[src/dmid_pkg.sv]
package dmid_pkg;
   localparam int DMID_INSTR_W = 14;
   localparam int DMID_DATA_W = 8;
   localparam int DMID_ADDR_W = 7;
   // opcode fields
   localparam logic [5:0] DMID_COPY_OP = 6'h08;
   localparam int DMID_COPY_OP_LSB = 8;
   localparam int DMID_DEST_BIT = 7;
   localparam logic [6:0] DMID_STORE_OP = 7'h01;
   localparam int DMID_STORE_OP_LSB = 7;
   localparam logic [13:0] DMID_CFG_LOAD_CODE = 14'h0062;
   localparam logic [6:0] DMID_IDLE_HI = 7'h00;
   localparam int DMID_IDLE_HI_LSB = 7;
   localparam logic [4:0] DMID_IDLE_LO = 5'h00;
   localparam int DMID_IDLE_LO_MSB = 4;
   // reset values and the file address of the configuration register
   localparam logic [7:0] DMID_ACC_RESET = 8'h00;
   localparam logic DMID_ZERO_RESET = 1'b0;
   localparam logic [7:0] DMID_CFG_RESET = 8'hff;
   localparam logic [6:0] DMID_CFG_ADDR = 7'h01;
endpackage

[src/dmid_decoder.sv]
`timescale 1ns/1ps
module dmid_decoder
(
   input wire logic [dmid_pkg::DMID_INSTR_W-1:0] instr,
   output logic is_copy,
   output logic copy_to_file,
   output logic is_store,
   output logic is_cfg_load,
   output logic is_idle,
   output logic [dmid_pkg::DMID_ADDR_W-1:0] file_addr
);
   import dmid_pkg::*;
   always_comb begin
      is_copy = (instr[DMID_INSTR_W-1:DMID_COPY_OP_LSB] == DMID_COPY_OP); // [RL1]
      copy_to_file = instr[DMID_DEST_BIT]; // [RL1]
      is_store = (instr[DMID_INSTR_W-1:DMID_STORE_OP_LSB] == DMID_STORE_OP); // [RL3]
      is_cfg_load = (instr == DMID_CFG_LOAD_CODE); // [RL4]
      // the two middle bits are don't-care
      is_idle = (instr[DMID_INSTR_W-1:DMID_IDLE_HI_LSB] == DMID_IDLE_HI)
         && (instr[DMID_IDLE_LO_MSB:0] == DMID_IDLE_LO); // [RL6]
      file_addr = instr[DMID_ADDR_W-1:0];
   end
endmodule

[src/dmid_core.sv]
`timescale 1ns/1ps
// Behaviour
// RL1: copy file to accumulator or back to itself
// RL2: copy sets zero flag from moved value
// RL3: store accumulator to file, flags untouched
// RL4: fixed code loads accumulator into config register
// RL5: config register also an ordinary file register
// RL6: idle changes nothing; all single-cycle
module dmid_core
(
   input wire logic clk,
   input wire logic arst_n,
   input wire logic instr_valid,
   input wire logic [dmid_pkg::DMID_INSTR_W-1:0] instr,
   input wire logic [dmid_pkg::DMID_DATA_W-1:0] file_rdata,
   output logic [dmid_pkg::DMID_ADDR_W-1:0] file_addr,
   output logic file_we,
   output logic [dmid_pkg::DMID_DATA_W-1:0] file_wdata,
   output logic [dmid_pkg::DMID_DATA_W-1:0] acc_out,
   output logic zero_flag,
   output logic [dmid_pkg::DMID_DATA_W-1:0] cfg_out,
   output logic instr_handled
);
   import dmid_pkg::*;

   typedef struct packed {
      logic [DMID_DATA_W-1:0] acc;
      logic zero;
      logic [DMID_DATA_W-1:0] cfg;
   } dmid_state_type;

   dmid_state_type state_reg;
   dmid_state_type state_next;

   logic is_copy;
   logic copy_to_file;
   logic is_store;
   logic is_cfg_load;
   logic is_idle;
   logic [DMID_ADDR_W-1:0] addr;
   logic hits_cfg;
   logic [DMID_DATA_W-1:0] read_value;

   dmid_decoder u_decoder (
      .instr(instr),
      .is_copy(is_copy),
      .copy_to_file(copy_to_file),
      .is_store(is_store),
      .is_cfg_load(is_cfg_load),
      .is_idle(is_idle),
      .file_addr(addr)
   );

   // config register answers its file address instead of the outside file
   assign hits_cfg = (addr == DMID_CFG_ADDR); // [RL5]
   assign read_value = hits_cfg ? state_reg.cfg : file_rdata; // [RL5]

   assign file_addr = addr;
   // one action a cycle; copy wins should encodings ever overlap
   typedef enum logic [2:0] {
      DMID_OP_NONE = 3'b000,
      DMID_OP_COPY = 3'b001,
      DMID_OP_STORE = 3'b011,
      DMID_OP_CFG = 3'b010,
      DMID_OP_IDLE = 3'b110
   } dmid_op_type;

   dmid_op_type op;

   always_comb begin
      op = DMID_OP_NONE;
      if (instr_valid) begin
         if (is_copy) begin
            op = DMID_OP_COPY; // [RL1]
         end else if (is_store) begin
            op = DMID_OP_STORE; // [RL3]
         end else if (is_cfg_load) begin
            op = DMID_OP_CFG; // [RL4]
         end else if (is_idle) begin
            op = DMID_OP_IDLE; // [RL6]
         end
      end
   end

   // copy onto itself rewrites the same value, so no outside write is needed
   assign file_we = (op == DMID_OP_STORE) && !hits_cfg; // [RL3]
   assign file_wdata = state_reg.acc;
   assign acc_out = state_reg.acc;
   assign zero_flag = state_reg.zero;
   assign cfg_out = state_reg.cfg;
   // other opcodes belong to other decoders; low means not ours
   assign instr_handled = (op != DMID_OP_NONE); // [RL6]

   always_comb begin
      state_next = state_reg;
      unique case (op)
         DMID_OP_COPY: begin
            if (!copy_to_file) begin
               state_next.acc = read_value; // [RL1]
            end
            state_next.zero = (read_value == '0); // [RL2]
         end
         DMID_OP_STORE: begin
            if (hits_cfg) begin
               state_next.cfg = state_reg.acc; // [RL5]
            end
         end
         DMID_OP_CFG: begin
            state_next.cfg = state_reg.acc; // [RL4]
         end
         DMID_OP_IDLE: begin
            state_next = state_reg; // [RL6]
         end
         DMID_OP_NONE: begin
            state_next = state_reg;
         end
      endcase
   end

   always_ff @(posedge clk or negedge arst_n) begin
      if (!arst_n) begin
         state_reg.acc <= DMID_ACC_RESET;
         state_reg.zero <= DMID_ZERO_RESET;
         state_reg.cfg <= DMID_CFG_RESET;
      end else begin
         state_reg <= state_next;
      end
   end
endmodule

[config.mk]
export PLATFORM = sky130hd
export DESIGN_NAME = dmid_core
export DESIGN_NICKNAME = d
export VERILOG_FILES = /design/src/dmid_pkg.sv /design/src/dmid_decoder.sv /design/src/dmid_core.sv
export SDC_FILE = /design/constraint.sdc
export NUM_CORES = 1
export LEC_CHECK = 0
export ABC_AREA = 1
export BUFFER_PORTS_ARGS = -buffer_cell sky130_fd_sc_hd__buf_2
export CORE_UTILIZATION = 49
export DETAILED_ROUTE_END_ITERATION = 12
export GPL_TIMING_DRIVEN = 0
export PLACE_DENSITY_LB_ADDON = 0.25
export SLEW_MARGIN = 20
export SYNTH_ARGS = -nofsm -noshare
export SYNTH_HDL_FRONTEND = slang
export SYNTH_HIERARCHICAL = 1
export SYNTH_SLANG_ARGS = --single-unit
[constraint.sdc]
create_clock -name clk -period 2.46 [get_ports clk]
set_clock_uncertainty 0.2 [all_clocks]
set_input_delay 0.369 -clock clk [delete_from_list [all_inputs] [get_ports clk]]
set_output_delay 0.369 -clock clk [all_outputs]
set_load 0.005 [all_outputs]
==> impl_metrics.tcl <==
set metrics [dict create \
    status "finished clean" \
    internal_power_uw 472.1 \
    rsz0062_at_grt "no" \
    worst_setup_path_start_kind "input pin" \
    numCtsBuffers 3 \
    synthSimpleGateAreaFrac 0.2911 \
    grt_usage 0.2190 \
    crit_chain "buf_2 > inv_1 > nand2_2 > nor2_2 > inv_1 > nor2_1 > inv_1 > a21oi_2 > inv_1 > nand2_1 > buf_2" \
    fin_crit_ns 2.028 \
    clk_latency_ns 0.30 \
    critical_path_arrival_ns 1.46 \
    synth_mux_area_frac 0 \
    dieArea_sq_um 2704 \
    power_switching_uw 195.5 \
    drive_above_1_share 0.4383 \
    crit_fanout 3 \
    sequentialPowerShare 0.490 \
    setup_violations 0 \
    ir_worst_vdd_v 0.0003507 \
    synth_area_per_cell_sq_um 7.122 \
    drv_cap 0 \
    io_pins 59 \
    yosysSeqAreaShare 0.3555 \
    drc 0 \
    synth_xor_area_frac 0 \
    yosys.cell_types.count 22 \
    die_h_um 52 \
    critPathCaptureType "output pin" \
    cpMaxStageDelayCell "nor2_1" \
    syn_inst 172 \
    synth-adder-area-share 0 \
    rows 17 \
    io_buffers 58 \
    die_w_um 52 \
    yosysWarnings 6 \
    synth-compound-area-share 0.1205 \
    criticalPathCategory "in -> out" \
    via_count 1205 \
    cts_tree "built" \
    nets 261 \
    core_area_sq_um 2276 \
    cpMostUsedCell "inv_1" \
    grt_start_max_net_pins 18 \
    syn_to_final_growth_pct 29.62 \
    crit_required_ns 1.89 \
    drt_wl_total_um 2708 \
    place_hpwl_um 2123 \
    min_path_type "in -> reg" \
    drtIter0Drc 18 \
    viasPerCell 4.582 \
    hold_viol_final 0 \
    worst_pin_slew_ns 0.3829 \
    cts-root-buf "clkbuf_4" \
    initial_core_util 0.5382 \
    cts.sinks 17 \
    syn_nets 197 \
    fmax_mhz 493.1 \
    synth-seq-cells 17 \
    power_leakage_uw 0.0009584 \
    antennaDiodeCount 0 \
    grt_pass1_vias 1082 \
    period_share 0.8245 \
    slew_violations 0 \
    p_per_area_nw_per_um2 420.5 \
    synth_top_family_by_area "simple AND/OR/NAND/NOR gates" \
    netSwitchingFraction 0.2929 \
    place_congestion 0.8142 \
    clkPwrFrac 0.235 \
    fill_cells 206 \
    grt_pass1_wl_um 4388 \
    whs_ns 0.2201 \
    wl_per_cell_um 10.30 \
    post_cts_buffers 0 \
    synth_area_sq_um 1225 \
    slew-limit-headroom 0.7448 \
    grt_overflow 0 \
    tns_ns 0 \
    cpPeakStageDelay_ns 0.22 \
    drtPass1Iterations 4 \
    htree_levels 1 \
    clockBufferDepth 2 \
    drt.antenna.violating_nets 0 \
    power_frac_comb 0.276 \
    clk_pin_slew_ns 0.11 \
    antenna_found_initial 0 \
]
## repair_timing
item,CTS,global route
hold buffers,1,0
hold endpoints to repair,9,0
gates resized for setup,0,0
## kinds of logic after synthesis
| group | count (synthesis) |
|---|---|
| AND/OR/NAND/NOR | 79 |
| buffers and inverters | 54 |
| AO/OA/AOI/OAI | 22 |
| flip-flops | 17 |
## flip-flops by register name, indices dropped and copies added, names as in the netlist
signal	count
acc_out	8
cfg_out	8
zero_flag	1
## cell type report
cell class | instances | area (sq um) | area share
buffer | 19 | 153.9 | 0.09693
clock buffer | 3 | 22.52 | 0.01418
clock inverter | 1 | 5.005 | 0.003152
inverter | 35 | 131.4 | 0.08274
multi-input combinational | 101 | 504.2 | 0.3176
sequential | 17 | 435.4 | 0.2742
tap | 28 | 35.03 | 0.02206
timing repair buffer | 59 | 300.3 | 0.1891
## routing by layer
metal / GRT usage / vias up / share of wire
met4: 0.03604 / 0 / 0.0052
met3: 0.06725 / 3 / 0.052
met1: 0.2578 / 535 / 0.44
li1: - / 630 / -
met5: 0 / - / 0
met2: 0.3910 / 37 / 0.50
## synth_stat cells
cell type	n	share of area
o21ai_4	1	0.013
dfrtp_1	9	0.18
nand2_1	48	0.15
nand2_2	4	0.020
inv_1	33	0.10
nor2_2	1	0.0051
nor3_1	1	0.0041
o21ai_0	10	0.041
nand4_1	3	0.015
nand3_1	7	0.029
o31ai_2	1	0.010
inv_2	2	0.0061
nor2_4	3	0.028
a21oi_1	1	0.0041
a21oi_2	1	0.0072
buf_6	3	0.028
dfstp_2	8	0.17
nor2_1	11	0.034
o21a_1	6	0.037
buf_4	16	0.098
nand2_4	1	0.0092
o21ai_1	2	0.0082
## power groups by stage
stage	Clock [uW]	Combinational, uW	Sequential, uW
2_1_floorplan	0	97.8	331
4_1_cts	157	187	327
3_5_place_dp	0	185	331
5_1_grt	169	205	330
3_3_place_gp	0	181	330
6_report	157	184	327
## cell usage in the layout, fill, tap and decap left out
cell type | synthesis | routed
a21oi_1 | 1 | 1
a21oi_2 | 1 | 1
buf_2 | 0 | 58
buf_4 | 16 | 16
buf_6 | 3 | 3
clkbuf_4 | 0 | 3
clkinv_2 | 0 | 1
dfrtp_1 | 9 | 9
dfstp_2 | 8 | 8
dlygate4sd3_1 | 0 | 1
inv_1 | 33 | 33
inv_2 | 2 | 2
nand2_1 | 48 | 48
nand2_2 | 4 | 4
nand2_4 | 1 | 1
nand3_1 | 7 | 7
nand4_1 | 3 | 3
nor2_1 | 11 | 11
nor2_2 | 1 | 1
nor2_4 | 3 | 3
nor3_1 | 1 | 1
o21a_1 | 6 | 6
o21ai_0 | 10 | 10
o21ai_1 | 2 | 2
o21ai_4 | 1 | 1
o31ai_2 | 1 | 1
## critical path: cells and delay by family
kind,cells,cell delay [ns]
compound gates,1,0.19
buf+inv,6,0.45
simple gates,4,0.43
## metrics by stage
step / std cells / utilization / power [uW] / area (sq um) / setup WS (ns)
detailed placement: 258 / 0.6811 / 516.2 / 1550 / 0.3246
global route: 263 / 0.6976 / 704.1 / 1588 / 0.2850
CTS: 263 / 0.6976 / 670.9 / 1588 / 0.4428
floorplan: 172 / - / 429.0 / 1225 / 0.6214
finish: 263 / 0.6976 / 667.7 / 1588 / 0.4318
global placement: 258 / 0.6811 / 511.1 / 1550 / 0.3665
## final timing paths
| path | cells past startpoint | endpoint | startpoint | slack [ns] |
|---|---|---|---|---|
| max | 11 | instr_handled | instr[12] | 0.43 |
| min | 5 | acc_out[0] | file_rdata[0] | 0.22 |
| max reg2reg | 7 | zero_flag | cfg_out[5] | 1.19 |
| min reg2reg | 2 | zero_flag | zero_flag | 0.29 |
| max in group asynchronous | 2 | cfg_out[7] | arst_n | 1.44 |
| min in group asynchronous | 2 | acc_out[3] | arst_n | 0.31 |
Power figures use the tool's default switching activity.
